File: src/rtl/mpx_idle_pkg.sv
// Purpose: constants and types for the multiplexed bus and idle wait control
// Assumes: 20 MHz system clock, bus clock output made by an even divider
// Notes: register word offsets are byte addresses on the plain register port
// Overview of operation
// - Boot pin low at reset: area 0 multiplexed
// - Areas 1-6 multiplexed by control bits
// - Address phase drives address and size code
// - Cycle start strobe lasts one bus cycle
// - Area select spans address through final transfer
// - Frame negates as last data cycle starts
// - Address pins carry nothing guaranteed when multiplexed
// - 32-byte multiplexed burst after one address
// - Programmed and external waits stretch cycles
// - Reads add one automatic wait after address
// - Byte strobes driven on reads and writes
// - Only areas 1, 4; multiplexed wins
// - Byte strobes: assert falling, negate rising
// - Byte-select 32-byte transfer wraps, holds bus
// - Remember area and direction, insert idles
// - No idles between writes or same-area reads
// - Idles owed minus empty cycles already passed
// - Finish owed idles before granting bus away
// - Single-address DMA into memory uses DMA idles
// - Dual-address DMA uses per-area idle count
package mpx_idle_pkg;

  localparam int CLK_PERIOD_NS = 50;
  localparam int LINK_PERIOD_NS = 400;
  localparam int LINK_HALF_CYCLES = LINK_PERIOD_NS / CLK_PERIOD_NS / 2;

  localparam logic [7:0] BUS_CONTROL_ONE_OFS = 8'h00;
  localparam logic [7:0] BUS_CONTROL_THREE_OFS = 8'h04;
  localparam logic [7:0] IDLE_WAIT_CONTROL_OFS = 8'h08;
  localparam logic [7:0] AREA_WAIT_CONTROL_OFS = 8'h0c;
  localparam logic [7:0] STATUS_OFS = 8'h10;

  localparam int MUX_MODE_BIT = 0;
  localparam int MEM_MODE_LSB = 0;
  localparam int AREA1_MUX_BIT = 2;
  localparam int AREA4_MUX_BIT = 3;
  localparam int AREA1_BSEL_BIT = 4;
  localparam int AREA4_BSEL_BIT = 5;
  localparam int DMA_IDLE_LSB = 24;
  localparam int COUNT_FIELD_W = 3;

  localparam logic [31:0] BUS_CONTROL_ONE_RST = 32'h0000_0000;
  localparam logic [31:0] BUS_CONTROL_THREE_RST = 32'h0000_0000;
  localparam logic [31:0] IDLE_WAIT_CONTROL_RST = 32'h0000_0000;
  localparam logic [31:0] AREA_WAIT_CONTROL_RST = 32'h0000_0000;

  localparam logic [2:0] SIZE_BYTE = 3'h0;
  localparam logic [2:0] SIZE_WORD = 3'h1;
  localparam logic [2:0] SIZE_LONG = 3'h2;
  localparam logic [2:0] SIZE_QUAD = 3'h3;
  localparam logic [2:0] SIZE_LINE = 3'h4;

  typedef enum logic [1:0] {
    DMA_NONE = 2'h0,
    DMA_SINGLE_IO_TO_MEM = 2'h1,
    DMA_DUAL = 2'h2
  } dma_kind_t;

  typedef struct packed {
    logic write;
    logic [2:0] area;
    logic [2:0] size;
    logic [25:0] addr;
    dma_kind_t dma;
  } bus_req_t;

  typedef enum logic [5:0] {
    ST_IDLE = 6'h01,
    ST_ADDR = 6'h02,
    ST_WAITS = 6'h04,
    ST_DATA = 6'h08,
    ST_SRAM = 6'h10,
    ST_REL = 6'h20
  } bus_state_t;

endpackage : mpx_idle_pkg

File: src/rtl/mpx_idle_ctrl.sv
// Purpose: multiplexed address/data cycles, byte-select SRAM reads and writes, inter-cycle idles
// Assumes: requests and register port on clock; data, wait and boot pins asynchronous
// Notes: all bus pin changes happen on ticks of the divided bus clock output
module mpx_idle_ctrl
  import mpx_idle_pkg::*;
(
  input wire logic clock,
  input wire logic rst_n,
  input wire logic [7:0] reg_addr,
  input wire logic [31:0] reg_wdata,
  input wire logic reg_wr,
  input wire logic reg_rd,
  output logic [31:0] reg_rdata,
  input wire logic req_valid,
  input wire bus_req_t req,
  output logic req_ready,
  input wire logic [31:0] wdata,
  output logic beat_done,
  output logic [31:0] rdata,
  output logic rdata_valid,
  output logic access_done,
  input wire logic bus_release_req,
  output logic bus_granted,
  input wire logic boot_area0_mux_select_pin,
  input wire logic wait_req_n,
  output logic bus_clock_output,
  output logic [25:0] addr_pins,
  input wire logic [31:0] data_in,
  output logic [31:0] data_out,
  output logic data_oe,
  output logic bus_cycle_start_strobe_n,
  output logic [6:0] area_select_strobe_n,
  output logic frame_n,
  output logic read_strobe_n,
  output logic [1:0] byte_strobe_n,
  output logic rd_wr
);

  logic [31:0] bus_control_one_q;
  logic [31:0] bus_control_three_q;
  logic [31:0] idle_wait_control_q;
  logic [31:0] area_wait_control_q;
  logic boot_meta_q, boot_sync_q, wait_meta_q, wait_sync_q;
  logic [31:0] din_meta_q, din_sync_q;
  logic boot_taken_q, area0_mux_q;
  logic [2:0] div_q;
  logic rise_tick, fall_tick;
  bus_state_t state_q;
  bus_req_t cur_q;
  logic [4:0] beats_left_q;
  logic [3:0] beat_idx_q;
  logic [3:0] wait_cnt_q;
  logic prev_valid_q, prev_write_q;
  logic [2:0] prev_area_q;
  logic [3:0] elapsed_q;
  logic [6:0] mux_area;
  logic [6:0] bsel_area;
  logic [3:0] owed_idle;
  logic [3:0] gap_left;
  logic [3:0] release_owed;
  logic gap_needed;
  logic p_valid, p_write;
  logic [2:0] p_area;
  logic [3:0] p_gone;
  logic launch;
  logic beat_end;
  logic last_beat;
  logic [4:0] first_beats;
  logic [3:0] next_wait;

  // Two stages on every pin input before any logic looks at it
  always_ff @(posedge clock or negedge rst_n) begin
    if (!rst_n) begin
      boot_meta_q <= 1'b1;
      boot_sync_q <= 1'b1;
      wait_meta_q <= 1'b1;
      wait_sync_q <= 1'b1;
      din_meta_q <= 32'h0000_0000;
      din_sync_q <= 32'h0000_0000;
    end else begin
      boot_meta_q <= boot_area0_mux_select_pin;
      boot_sync_q <= boot_meta_q;
      wait_meta_q <= wait_req_n;
      wait_sync_q <= wait_meta_q;
      din_meta_q <= data_in;
      din_sync_q <= din_meta_q;
    end
  end

  // Boot strap caught once after the release, when the sync chain has filled
  logic [1:0] boot_wait_q;
  always_ff @(posedge clock or negedge rst_n) begin
    if (!rst_n) begin
      boot_wait_q <= 2'h0;
      boot_taken_q <= 1'b0;
      area0_mux_q <= 1'b0;
    end else if (!boot_taken_q) begin
      boot_wait_q <= boot_wait_q + 2'h1;
      if (boot_wait_q == 2'h3) begin
        boot_taken_q <= 1'b1;
        area0_mux_q <= ~boot_sync_q;
      end
    end
  end

  // Bus clock divider; pin updates land on its rising edges, byte strobes assert on its falling edges
  always_ff @(posedge clock or negedge rst_n) begin
    if (!rst_n) begin
      div_q <= 3'h0;
      bus_clock_output <= 1'b0;
    end else if (div_q == 3'(LINK_HALF_CYCLES - 1)) begin
      div_q <= 3'h0;
      bus_clock_output <= ~bus_clock_output;
    end else begin
      div_q <= div_q + 3'h1;
    end
  end
  assign rise_tick = (div_q == 3'(LINK_HALF_CYCLES - 1)) && !bus_clock_output;
  assign fall_tick = (div_q == 3'(LINK_HALF_CYCLES - 1)) && bus_clock_output;

  // Register port; read data appear the cycle after the strobe
  always_ff @(posedge clock or negedge rst_n) begin
    if (!rst_n) begin
      bus_control_one_q <= BUS_CONTROL_ONE_RST;
      bus_control_three_q <= BUS_CONTROL_THREE_RST;
      idle_wait_control_q <= IDLE_WAIT_CONTROL_RST;
      area_wait_control_q <= AREA_WAIT_CONTROL_RST;
    end else if (reg_wr) begin
      case (reg_addr)
        BUS_CONTROL_ONE_OFS: bus_control_one_q <= reg_wdata;
        BUS_CONTROL_THREE_OFS: bus_control_three_q <= reg_wdata;
        IDLE_WAIT_CONTROL_OFS: idle_wait_control_q <= reg_wdata;
        AREA_WAIT_CONTROL_OFS: area_wait_control_q <= reg_wdata;
        default: ;
      endcase
    end
  end

  always_ff @(posedge clock or negedge rst_n) begin
    if (!rst_n) begin
      reg_rdata <= 32'h0000_0000;
    end else if (reg_rd) begin
      case (reg_addr)
        BUS_CONTROL_ONE_OFS: reg_rdata <= bus_control_one_q;
        BUS_CONTROL_THREE_OFS: reg_rdata <= bus_control_three_q;
        IDLE_WAIT_CONTROL_OFS: reg_rdata <= idle_wait_control_q;
        AREA_WAIT_CONTROL_OFS: reg_rdata <= area_wait_control_q;
        STATUS_OFS: reg_rdata <= {22'h00_0000, gap_left, state_q};
        default: reg_rdata <= 32'h0000_0000;
      endcase
    end else begin
      reg_rdata <= 32'h0000_0000;
    end
  end

  // Per-area protocol selection
  logic mode_on;
  assign mode_on = bus_control_one_q[MUX_MODE_BIT];
  assign mux_area[0] = area0_mux_q;
  generate
    for (genvar a = 1; a < 7; a++) begin : g_area
      if (a == 1) begin : g_a1
        assign mux_area[a] = mode_on && bus_control_three_q[AREA1_MUX_BIT];
        assign bsel_area[a] = bus_control_three_q[AREA1_BSEL_BIT] && !mux_area[a];
      end else if (a == 4) begin : g_a4
        assign mux_area[a] = mode_on && bus_control_three_q[AREA4_MUX_BIT];
        assign bsel_area[a] = bus_control_three_q[AREA4_BSEL_BIT] && !mux_area[a];
      end else begin : g_an
        assign mux_area[a] = mode_on && bus_control_three_q[MEM_MODE_LSB];
        assign bsel_area[a] = 1'b0;
      end
    end
  endgenerate
  assign bsel_area[0] = 1'b0;

  function automatic logic [3:0] area_field(input logic [31:0] r, input logic [2:0] n);
    logic [31:0] s;
    s = r >> (5'(n) * 5'(COUNT_FIELD_W));
    return {1'b0, s[2:0]};
  endfunction : area_field

  // Inter-cycle idle owed to the next request
  always_comb begin
    gap_needed = 1'b0;
    owed_idle = 4'h0;
    // Launch on an ending beat: that access is the previous one
    p_valid = 1'b1;
    p_write = cur_q.write;
    p_area = cur_q.area;
    p_gone = 4'h0;
    if (state_q == ST_IDLE) begin
      p_valid = prev_valid_q;
      p_write = prev_write_q;
      p_area = prev_area_q;
      p_gone = (elapsed_q == 4'hf) ? 4'hf : elapsed_q + 4'h1;
    end
    if (req.dma == DMA_SINGLE_IO_TO_MEM) begin
      owed_idle = idle_wait_control_q[DMA_IDLE_LSB +: 4];
    end else if (p_valid && !p_write) begin
      // A read buffer may still drive: turn-around or area change needs space
      gap_needed = req.write || (req.area != p_area);
      if (gap_needed) begin
        owed_idle = area_field(idle_wait_control_q, p_area);
      end
    end
    // Apart from single-address DMA into memory, writes in a row and same-area reads fall through with nothing owed
    gap_left = (owed_idle > p_gone) ? owed_idle - p_gone : 4'h0;
    release_owed = 4'h0;
    if (prev_valid_q && !prev_write_q) begin
      release_owed = area_field(idle_wait_control_q, prev_area_q);
    end
  end

  // Beats per access: 32-bit multiplexed bus or 16-bit byte-select SRAM
  always_comb begin
    first_beats = 5'h01;
    if (mux_area[req.area]) begin
      if (req.size == SIZE_QUAD) first_beats = 5'h02;
      if (req.size == SIZE_LINE) first_beats = 5'h08;
    end else begin
      case (req.size)
        SIZE_LONG: first_beats = 5'h02;
        SIZE_QUAD: first_beats = 5'h04;
        SIZE_LINE: first_beats = 5'h10;
        default: first_beats = 5'h01;
      endcase
    end
    next_wait = area_field(area_wait_control_q, cur_q.area);
  end

  assign launch = rise_tick && req_valid && (gap_left == 4'h0) && boot_taken_q &&
                  !bus_release_req && ((state_q == ST_IDLE) || (beat_end && last_beat));
  assign req_ready = launch;
  assign last_beat = (beats_left_q == 5'h01);
  // External wait pin holds off the end of any data beat
  assign beat_end = rise_tick && wait_sync_q && (wait_cnt_q == 4'h0) &&
                    ((state_q == ST_DATA) || (state_q == ST_SRAM));

  // Sequencer
  always_ff @(posedge clock or negedge rst_n) begin
    if (!rst_n) begin
      state_q <= ST_IDLE;
      cur_q <= '0;
      beats_left_q <= 5'h00;
      beat_idx_q <= 4'h0;
      wait_cnt_q <= 4'h0;
    end else if (launch) begin
      cur_q <= req;
      beats_left_q <= first_beats;
      beat_idx_q <= 4'h0;
      wait_cnt_q <= 4'h0;
      state_q <= mux_area[req.area] ? ST_ADDR : ST_SRAM;
      if (!mux_area[req.area]) begin
        wait_cnt_q <= area_field(area_wait_control_q, req.area);
      end
    end else if (rise_tick) begin
      case (state_q)
        ST_IDLE: begin
          // Owed idles are served before the bus is handed over
          if (bus_release_req && (release_owed <= elapsed_q)) state_q <= ST_REL;
        end
        ST_ADDR: begin
          wait_cnt_q <= next_wait + {3'h0, ~cur_q.write};
          state_q <= (next_wait == 4'h0 && cur_q.write) ? ST_DATA : ST_WAITS;
        end
        ST_WAITS: begin
          wait_cnt_q <= wait_cnt_q - 4'h1;
          if (wait_cnt_q == 4'h1) state_q <= ST_DATA;
        end
        ST_DATA, ST_SRAM: begin
          if (wait_cnt_q != 4'h0) begin
            wait_cnt_q <= wait_cnt_q - 4'h1;
          end else if (wait_sync_q) begin
            // Burst beats follow with no release in between
            beats_left_q <= beats_left_q - 5'h01;
            beat_idx_q <= beat_idx_q + 4'h1;
            if (last_beat) state_q <= ST_IDLE;
            if (state_q == ST_SRAM) wait_cnt_q <= next_wait;
          end
        end
        ST_REL: if (!bus_release_req) state_q <= ST_IDLE;
        default: state_q <= ST_IDLE;
      endcase
    end
  end

  // Memory of the previous access and the empty cycles since it ended
  always_ff @(posedge clock or negedge rst_n) begin
    if (!rst_n) begin
      prev_valid_q <= 1'b0;
      prev_write_q <= 1'b0;
      prev_area_q <= 3'h0;
      elapsed_q <= 4'h0;
    end else if (beat_end && last_beat) begin
      prev_valid_q <= 1'b1;
      prev_write_q <= cur_q.write;
      prev_area_q <= cur_q.area;
      elapsed_q <= 4'h0;
    end else if (rise_tick && (state_q == ST_IDLE) && (elapsed_q != 4'hf)) begin
      elapsed_q <= elapsed_q + 4'h1;
    end
  end

  // Beat address inside the 32-byte line, wrapping from the requested data
  logic [25:0] beat_addr;
  always_comb begin
    beat_addr = cur_q.addr;
    if (cur_q.size == SIZE_LINE || cur_q.size == SIZE_QUAD || cur_q.size == SIZE_LONG) begin
      beat_addr[4:1] = cur_q.addr[4:1] + beat_idx_q;
    end
  end

  // Bus pins, all changed on bus clock edges
  always_ff @(posedge clock or negedge rst_n) begin
    if (!rst_n) begin
      bus_cycle_start_strobe_n <= 1'b1;
      area_select_strobe_n <= 7'h7f;
      frame_n <= 1'b1;
      read_strobe_n <= 1'b1;
      byte_strobe_n <= 2'h3;
      rd_wr <= 1'b1;
      addr_pins <= 26'h000_0000;
      data_out <= 32'h0000_0000;
      data_oe <= 1'b0;
    end else if (launch) begin
      area_select_strobe_n <= ~(7'h01 << req.area);
      rd_wr <= ~req.write;
      if (mux_area[req.area]) begin
        bus_cycle_start_strobe_n <= 1'b0;
        frame_n <= 1'b0;
        data_out <= {req.size, 3'h0, req.addr};
        data_oe <= 1'b1;
        addr_pins <= 26'h000_0000;
        read_strobe_n <= 1'b1;
      end else begin
        bus_cycle_start_strobe_n <= 1'b1;
        frame_n <= 1'b1;
        addr_pins <= req.addr;
        read_strobe_n <= req.write;
        data_out <= wdata;
        data_oe <= req.write;
      end
      byte_strobe_n <= 2'h3;
    end else if (rise_tick) begin
      bus_cycle_start_strobe_n <= 1'b1;
      if (state_q == ST_ADDR) begin
        data_oe <= cur_q.write;
        data_out <= wdata;
        if (cur_q.write && next_wait == 4'h0 && beats_left_q == 5'h01) frame_n <= 1'b1;
      end
      if (state_q == ST_WAITS && wait_cnt_q == 4'h1 && beats_left_q == 5'h01) begin
        frame_n <= 1'b1;
      end
      if (beat_end) begin
        byte_strobe_n <= 2'h3;
        data_out <= wdata;
        if (beats_left_q == 5'h02) frame_n <= 1'b1;
        if (state_q == ST_SRAM) addr_pins <= beat_addr + 26'h000_0002;
        if (last_beat) begin
          // Held to the end of the last beat, no gap at minimum pitch
          area_select_strobe_n <= 7'h7f;
          read_strobe_n <= 1'b1;
          data_oe <= 1'b0;
          frame_n <= 1'b1;
        end
      end
    end else if (fall_tick && state_q == ST_SRAM && bsel_area[cur_q.area]) begin
      // Only the lanes being read or written
      if (cur_q.size == SIZE_BYTE) begin
        byte_strobe_n <= cur_q.addr[0] ? 2'h1 : 2'h2;
      end else begin
        byte_strobe_n <= 2'h0;
      end
    end
  end

  // Answers to the requester
  always_ff @(posedge clock or negedge rst_n) begin
    if (!rst_n) begin
      beat_done <= 1'b0;
      rdata_valid <= 1'b0;
      access_done <= 1'b0;
      rdata <= 32'h0000_0000;
    end else begin
      beat_done <= beat_end;
      rdata_valid <= beat_end && !cur_q.write;
      access_done <= beat_end && last_beat;
      if (beat_end && !cur_q.write) rdata <= din_sync_q;
    end
  end

  assign bus_granted = (state_q == ST_REL);

endmodule : mpx_idle_ctrl

File: config.mk
export PLATFORM = sky130hd
export DESIGN_NAME = mpx_idle_ctrl
export DESIGN_NICKNAME = d
export VERILOG_FILES = /design/src/rtl/mpx_idle_pkg.sv /design/src/rtl/mpx_idle_ctrl.sv
export SDC_FILE = /design/constraint.sdc
export NUM_CORES = 1
export LEC_CHECK = 0
export ABC_AREA = 1
export ABC_CLOCK_PERIOD_IN_PS = 4000
export BUFFER_PORTS_ARGS = -buffer_cell sky130_fd_sc_hd__clkbuf_2
export CORE_MARGIN = 1.5
export CORE_UTILIZATION = 45
export CTS_CLUSTER_SIZE = 28
export DETAILED_ROUTE_END_ITERATION = 10
export MAX_ROUTING_LAYER = met4
export PLACE_DENSITY_LB_ADDON = 0.2
export SYNTH_ARGS = -nofsm -noshare
export SYNTH_HDL_FRONTEND = slang
export SYNTH_SLANG_ARGS = --single-unit
File: constraint.sdc
create_clock -name clock -period 4 [get_ports clock]
set_clock_uncertainty 0.15 [all_clocks]
set_input_delay 0 -clock clock [delete_from_list [all_inputs] [get_ports clock]]
set_output_delay 0 -clock clock [all_outputs]
set_load 0.02 [all_outputs]
# [Word level (Yosys, flattened, before mapping)]
# Cells that the tools add are included.
[word_totals] reg_bits=404 in_bits=147 out_inout_bits=142 elab_cells=269
[classes] add_sub_neg=10 multipliers=4 magnitude_cmp=4 eq_ne=35 shifts=5 muxes=95 bitwise=6 reduce_logical=69
[op_table] operator="$mux 32" n=6
[op_table] operator="$pmux 32 s5" n=1
[op_table] operator="$mux 26" n=5
[op_table] operator="$shr 32x5->3" n=4
[op_table] operator="$mux 4" n=18
[op_table] operator="$mux 6" n=8
[op_table] operator="$mux 5" n=8
[op_table] operator="$pmux 6 s5" n=1
[op_table] operator="$logic_and 1x1->1" n=28
[op_table] operator="$mux 7" n=4
[op_table] operator="$mux 1" n=27
[op_table] operator="$add 26x2->26 const B" n=1
[op_table] operator="$mul 3x2->5 const B" n=4
[op_table] operator="$mux 3" n=6
[op_table] operator="$eq 8x4->1 const B" n=2
[op_table] operator="$eq 3x2->1 const B" n=5
[op_table] operator="$ne 3x3->1 const B" n=5
[op_table] operator="$pmux 5 s3" n=1
[op_table] operator="$mux 2" n=7
[op_table] operator="$reduce_and 2->1" n=7
[op_table] operator="$reduce_bool 2->1" n=7
[op_table] operator="$logic_not 4->1" n=3
[op_table] operator="$ne 4x4->1 const B" n=3
[op_table] operator="$pmux 4 s3" n=1
[op_table] operator="other kinds (43)" n=66

# [Logic depth before layout (Yosys ltp)]
[logic_depth] ltp_word=16 ltp_mapped=28 depth_no_buf=26

# [Worst setup path before layout]
# No wires, ideal clock.
[synth_path] kind="register to register" from="register state_q[5]" to="register data_out[18]" setup_time_ns=0.118 arrival_ns=3.640 required_time_ns=3.732 setup_slack_ns=0.092 stages_incl_launch_ff=28 n_path_buf=3 synth_period_minus_slack_ns=3.908 path_cell_list="dfrtp_1 -> nor2_2 -> nand4_2 -> buf_2 -> o21ai_1 -> nand2_1 -> nand2_1 -> nor2_1 -> nand2_1 -> nand3_1 -> nor2_1 -> nor2_1 -> ha_1 -> fa_1 -> inv_1 -> nand3_1 -> nand2_1 -> nand2_1 -> nor2_1 -> nor2_1 -> nand3_1 -> nor2_8 -> nor2_4 -> nand2_4 -> buf_6 -> buf_6 -> nand4_1 -> nand2_1"
[synth_between] elab_chain_cells=16 elab_cells_between_ends=35 classes_between="add/sub: 1; mul: 1; order compare: 1; eq/ne: 5; shift: 1; mux: 11; reduce/logical: 15"
[synth_lines] element="start: declaration" line_no="mpx_idle_ctrl.sv:48" rtl="bus_state_t state_q;"
[synth_lines] element="start signal: assignment" line_no="mpx_idle_ctrl.sv:252" rtl="state_q <= mux_area[req.area] ? ST_ADDR : ST_SRAM;"
[synth_lines] element="start signal: assignment" line_no="mpx_idle_ctrl.sv:264" rtl="state_q <= (next_wait == 4'h0 && cur_q.write) ? ST_DATA : ST_WAITS;"
[synth_lines] element="$eq 6x1->1" line_no="mpx_idle_ctrl.sv:191, mpx_idle_ctrl.sv:232"
[synth_lines] element="$mux 3" line_no="mpx_idle_ctrl.sv:191" rtl="if (state_q == ST_IDLE) begin"
[synth_lines] element="$mul 3x2->5 / $ne 3x3->1 (equally long branches)" line_no="mpx_idle_ctrl.sv:178, mpx_idle_ctrl.sv:201"
[synth_lines] element="$shr 32x5->3 / $logic_or 1x1->1 (equally long branches)" line_no="mpx_idle_ctrl.sv:178, mpx_idle_ctrl.sv:201"
[synth_lines] element="$mux 3" line_no="mpx_idle_ctrl.sv:202" rtl="if (gap_needed) begin"
[synth_lines] element="$mux 3" line_no="mpx_idle_ctrl.sv:199" rtl="end else if (p_valid && !p_write) begin"
[synth_lines] element="$mux 4" line_no="mpx_idle_ctrl.sv:197" rtl="if (req.dma == DMA_SINGLE_IO_TO_MEM) begin"
[synth_lines] element="$sub 4x4->4 / $gt 4x4->1 (equally long branches)" line_no="mpx_idle_ctrl.sv:207" rtl="gap_left = (owed_idle > p_gone) ? owed_idle - p_gone : 4'h0;"
[synth_lines] element="$mux 4" line_no="mpx_idle_ctrl.sv:207"
[synth_lines] element="$logic_not 4->1" line_no="mpx_idle_ctrl.sv:231" rtl="assign launch = rise_tick && req_valid && (gap_left == 4'h0) && boot_taken_q &&"
[synth_lines] element="$logic_and 1x1->1 (3 in a row)" line_no="mpx_idle_ctrl.sv:231"
[synth_lines] element="$logic_and 1x1->1" line_no="mpx_idle_ctrl.sv:232" rtl="!bus_release_req && ((state_q == ST_IDLE) || (beat_end && last_beat));"
[synth_lines] element="$reduce_bool 3->1 (no line) / $reduce_bool 2->1 (equally long branches)"
[synth_lines] element="$reduce_and 2->1 (no line)"
[synth_lines] element="end signal: assignment" line_no="mpx_idle_ctrl.sv:331" rtl="data_out <= {req.size, 3'h0, req.addr};"
[synth_lines] element="end signal: assignment" line_no="mpx_idle_ctrl.sv:340" rtl="data_out <= wdata;"
[synth_lines] element="end signal: assignment" line_no="mpx_idle_ctrl.sv:348" rtl="data_out <= wdata;"
[synth_lines] element="end: declaration" line_no="mpx_idle_ctrl.sv:29" rtl="output logic [31:0] data_out,"
# Parallel ways exist; a longest one is shown, timed or not. The select of a mux whose other input is x is not followed.
# A chain may end at the register's enable or synchronous reset.

# [Final worst setup path]
[layout_path] from="register state_q[5]" to="register data_out[31]"
# Same word-level chain as after synthesis.

==> results.py <==
metrics = {
    "detailed_routing": {
        "wl_per_cell_um": 17.6,
        "viasPerCell": 5.25,
        "dr.pass1.iters": 6,
        "drt_iter0_drc": 1546,
        "drc": 0,
        "wl_um": 59200,
        "drtAntennaViolNets": 0,
        "vias": 17700,
    },
    "sta": {
        "finalCriticalPeriod_ps": 4010,
        "slew_viol_final": 0,
        "relSlewSlack": 0.225,
        "hold_viol": 0,
        "fmax_mhz": 249,
        "hold-worst-slack_ps": 29.5,
        "setup_viol": 14,
        "rsz0062_at_grt": "yes",
        "tightestPinTransition_ps": 1150,
        "period_share": 1.00,
        "setup_ws_ps": -13.8,
    },
    "yosys": {
        "synthSimpleGateAreaFrac": 0.247,
        "netlist_area_um2": 18700,
        "syn_avg_cell_area_um2": 8.24,
        "synthArstFlopShare": 1.00,
        "yosysWarnings": 0,
        "synth_compound_area_frac": 0.116,
        "yosysSeqAreaShare": 0.541,
        "synth_cell_type_count": 51,
        "synth_ff_type": "dfrtp_1",
        "synth-seq-cells": 404,
        "synthXorXnorAreaFrac": 0.00608,
        "muxShareOfSynthArea": 0,
        "synth_cells": 2274,
        "synth_fp_nets": 2445,
        "synth-edff-count": 0,
        "synthAdderAreaFrac": 0.0168,
        "synth_top_family_by_area": "simple AND/OR/NAND/NOR gates",
    },
    "cells_and_area": {
        "syn_to_final_growth_pct": 36.2,
        "finalCoreUtilization": 0.624,
        "final_common_cell": "nand2_1",
        "layout_common_cells": "724 x nand2_1, 386 x dfrtp_1, 286 x clkbuf_2",
        "nets": 2973,
        "final_cells": 3369,
        "drive_gt1_frac": 0.220,
    },
    "worst_setup_path": {
        "crit_path_end_kind": "register",
        "crit_path_start_kind": "register",
        "r2r_start": "state_q[5]",
        "arrival_ps": 4330,
        "path_class": "reg2reg",
        "cp.required_ps": 4310,
        "cp_max_fo": 13,
        "r2r_slack_ps": -10,
        "regToRegEndpoint": "data_out[31]",
        "rr_worst_depth": 27,
    },
    "grt": {
        "grt_use_met2": 0.421,
        "grt_pass1_wl_um": 91400,
        "grt_busiest_layer": "met2",
        "first_global_vias": 16700,
        "use_met1": 0.364,
        "antenna_found_initial": 1,
        "grt_max_degree": 119,
        "grtUsageMet3": 0.0446,
        "grt.total_usage": 0.273,
        "grt-ovfl-total": 0,
    },
    "job": {
        "drv_cap": 0,
    },
    "clock_tree": {
        "cts_sinks": 404,
        "path_clk_slew_ps": 70,
        "clockRootBuffer": "clkbuf_16",
        "clk-insertion-delay-late_ps": 570,
        "cts.path.max_buffers": 3,
        "h-tree-depth": 2,
        "cts_buffers": 44,
        "cts_tree": "done",
    },
    "floorplan": {
        "rows": 74,
        "dieArea_um2": 42900,
        "start_util": 0.458,
        "fp.dieH_um": 207,
        "pin_count": 289,
        "die_w_um": 207,
        "design.core.area_um2": 40900,
    },
    "place": {
        "routabilityCongestion": 0.917,
        "io_buffers": 288,
        "dp_cells": 3074,
        "dp_hpwl_um": 39100,
    },
    "power": {
        "p_clk_frac": 0.319,
        "seqPwrFrac": 0.372,
        "vdd_drop_max_mv": 0.292,
        "p_leak_nw": 12.9,
        "power_w": 0.0138,
        "p_sw_frac": 0.343,
        "powerDensity_nw_per_um2": 539,
        "switching_power_w": 0.00471,
        "combPwrFrac": 0.309,
        "p_int_w": 0.00904,
    },
    "min_path": {
        "min_from": "reg_addr[0]",
        "holdCritPathClass": "in2reg",
        "min_to": "reg_rdata[9]",
        "holdPathStages": 6,
    },
    "run_status": {
        "violations": "setup timing",
        "status": "finished with violations",
    },
}
## cell usage after synthesis (2+ instances only)
library cell	number	area [µm²]
nor2_2	4	25.0
nor2_4	3	33.8
ha_1	22	275
xnor2_1	3	26.3
clkinv_1	2	7.51
nand3_1	90	450
o21ai_2	3	26.3
nand2_2	3	18.8
nand3_4	2	35.0
nand3b_1	6	45.0
nor2_1	149	559
a31oi_1	20	125
nand2_4	5	56.3
a21oi_1	36	180
or2_2	5	31.3
a221oi_1	19	166
nand4_1	52	325
dfrtp_1	386	9660
fa_1	2	40.0
o211ai_1	22	165
o221ai_1	2	17.5
o21a_1	3	22.5
buf_2	32	160
inv_2	4	15.0
nor3_2	3	30.0
buf_6	3	33.8
o21ai_1	7	35.0
buf_4	4	30.0
nand2_1	764	2870
xor2_1	10	87.6
nor4_1	5	31.3
o22ai_1	12	75.1
o21ai_0	235	1180
nor3_1	9	45.0
a211oi_1	2	15.0
inv_1	243	912
clkbuf_1	56	210
dfstp_2	18	473
a41oi_1	7	61.3
o21bai_1	10	75.1
## power groups by stage
stage | Clock [W] | Sequential, W | Combinational (W)
after detailed placement | 0 | 0.00516 | 0.00336
after CTS | 0.00447 | 0.00510 | 0.00372
after global routing | 0.00463 | 0.00518 | 0.00468
after floorplan | 0 | 0.00536 | 0.00192
final | 0.00439 | 0.00512 | 0.00425
after global placement | 0 | 0.00515 | 0.00329
## repair_timing
item,4_1_cts,5_1_grt
setup buffers,8,20
endpoints found under the hold margin,393,0
pin swaps,6,63
endpoints found under the setup margin,60,123
gates resized for setup,14,157
cloned,0,13
hold buffers,174,0
## final cells by class
type / count / area (µm²)
Antenna cell: 1 / 2.50
Clock buffer: 64 / 1330
Clock inverter: 16 / 248
Fill cell: 3467 / 15400
Inverter: 249 / 937
Multi-Input combinational cell: 1527 / 7710
Sequential cell: 404 / 10100
Tap cell: 532 / 666
Timing Repair Buffer: 576 / 4500
## layer usage
| metal | wire, µm | part of all wire |
|---|---|---|
| met1 | 25900 | 0.44 |
| met2 | 27600 | 0.47 |
| met3 | 3840 | 0.065 |
| met4 | 1950 | 0.033 |
| met5 | 0 | 0 |
## metrics by stage
| step | setup TNS, ps | worst slack (ps) | area, µm² |
|---|---|---|---|
| finish | -95.6 | -13.8 | 25500 |
| global route | -16550 | -224 | 25500 |
| CTS | 0 | 8.97 | 24600 |
| detailed placement | -1900 | -110 | 21100 |
| global placement | 0 | 28.9 | 21100 |
| floorplan | 0 | 92.3 | 18700 |
## state kept, by name (all words and copies together) (netlist names), 5 cells and up
name and cells:
din_meta_q 32, beats_left_q 5, area_wait_control_q 32, idle_wait_control_q 32, area_select_strobe_n 7, data_out 32
bus_control_three_q 32, cur_q 11, reg_rdata 32, rdata 32, state_q 6, addr_pins 26
beat_addr 22, din_sync_q 32, bus_control_one_q 32
## critical path, cell delays in order, from the launching register on
cell,delay (ps)
dfrtp_1,410
nor2_4,150
nand4_4,160
buf_6,190
o21ai_4,280
nand2_1,120
nand3_1,140
nand3_2,80
nand3_2,60
nor2_1,40
nor2_1,130
ha_2,220
fa_2,220
inv_2,50
nand3_2,80
nand2_4,80
nand2_2,120
nand2_2,80
nor2_4,110
nand3_4,100
nor2_8,130
buf_6,140
nor2_4,40
nand2_4,130
nand2_8,110
clkbuf_16,220
nand2_1,70
nand2_1,50
## how the worst max path moves through the flow
| stage | from | end | slack, ps | cells after the start |
|---|---|---|---|---|
| after floorplan | state_q[5] | data_out[18] | 90 | 27 |
| after global placement | state_q[3] | state_q[1] | 30 | 25 |
| after detailed placement | state_q[3] | state_q[5] | -110 | 25 |
| after CTS | state_q[4] | req_ready | 9 | 22 |
| after global routing | state_q[3] | data_out[11] | -220 | 27 |
| final | state_q[5] | data_out[31] | -10 | 27 |
## kinds of logic (layout without fill, tap and decap cells)
kind of cell | after synthesis | after routing
adders and majority gates | 24 | 24
and+or+nand+nor | 1106 | 1106
DFF | 404 | 404
buffers and inverters | 344 | 905
xor gates and xnor gates | 13 | 13
AOI/OAI and AO/OA | 383 | 384
other | 0 | 1
Note: power is estimated with default switching activity, not from simulation.
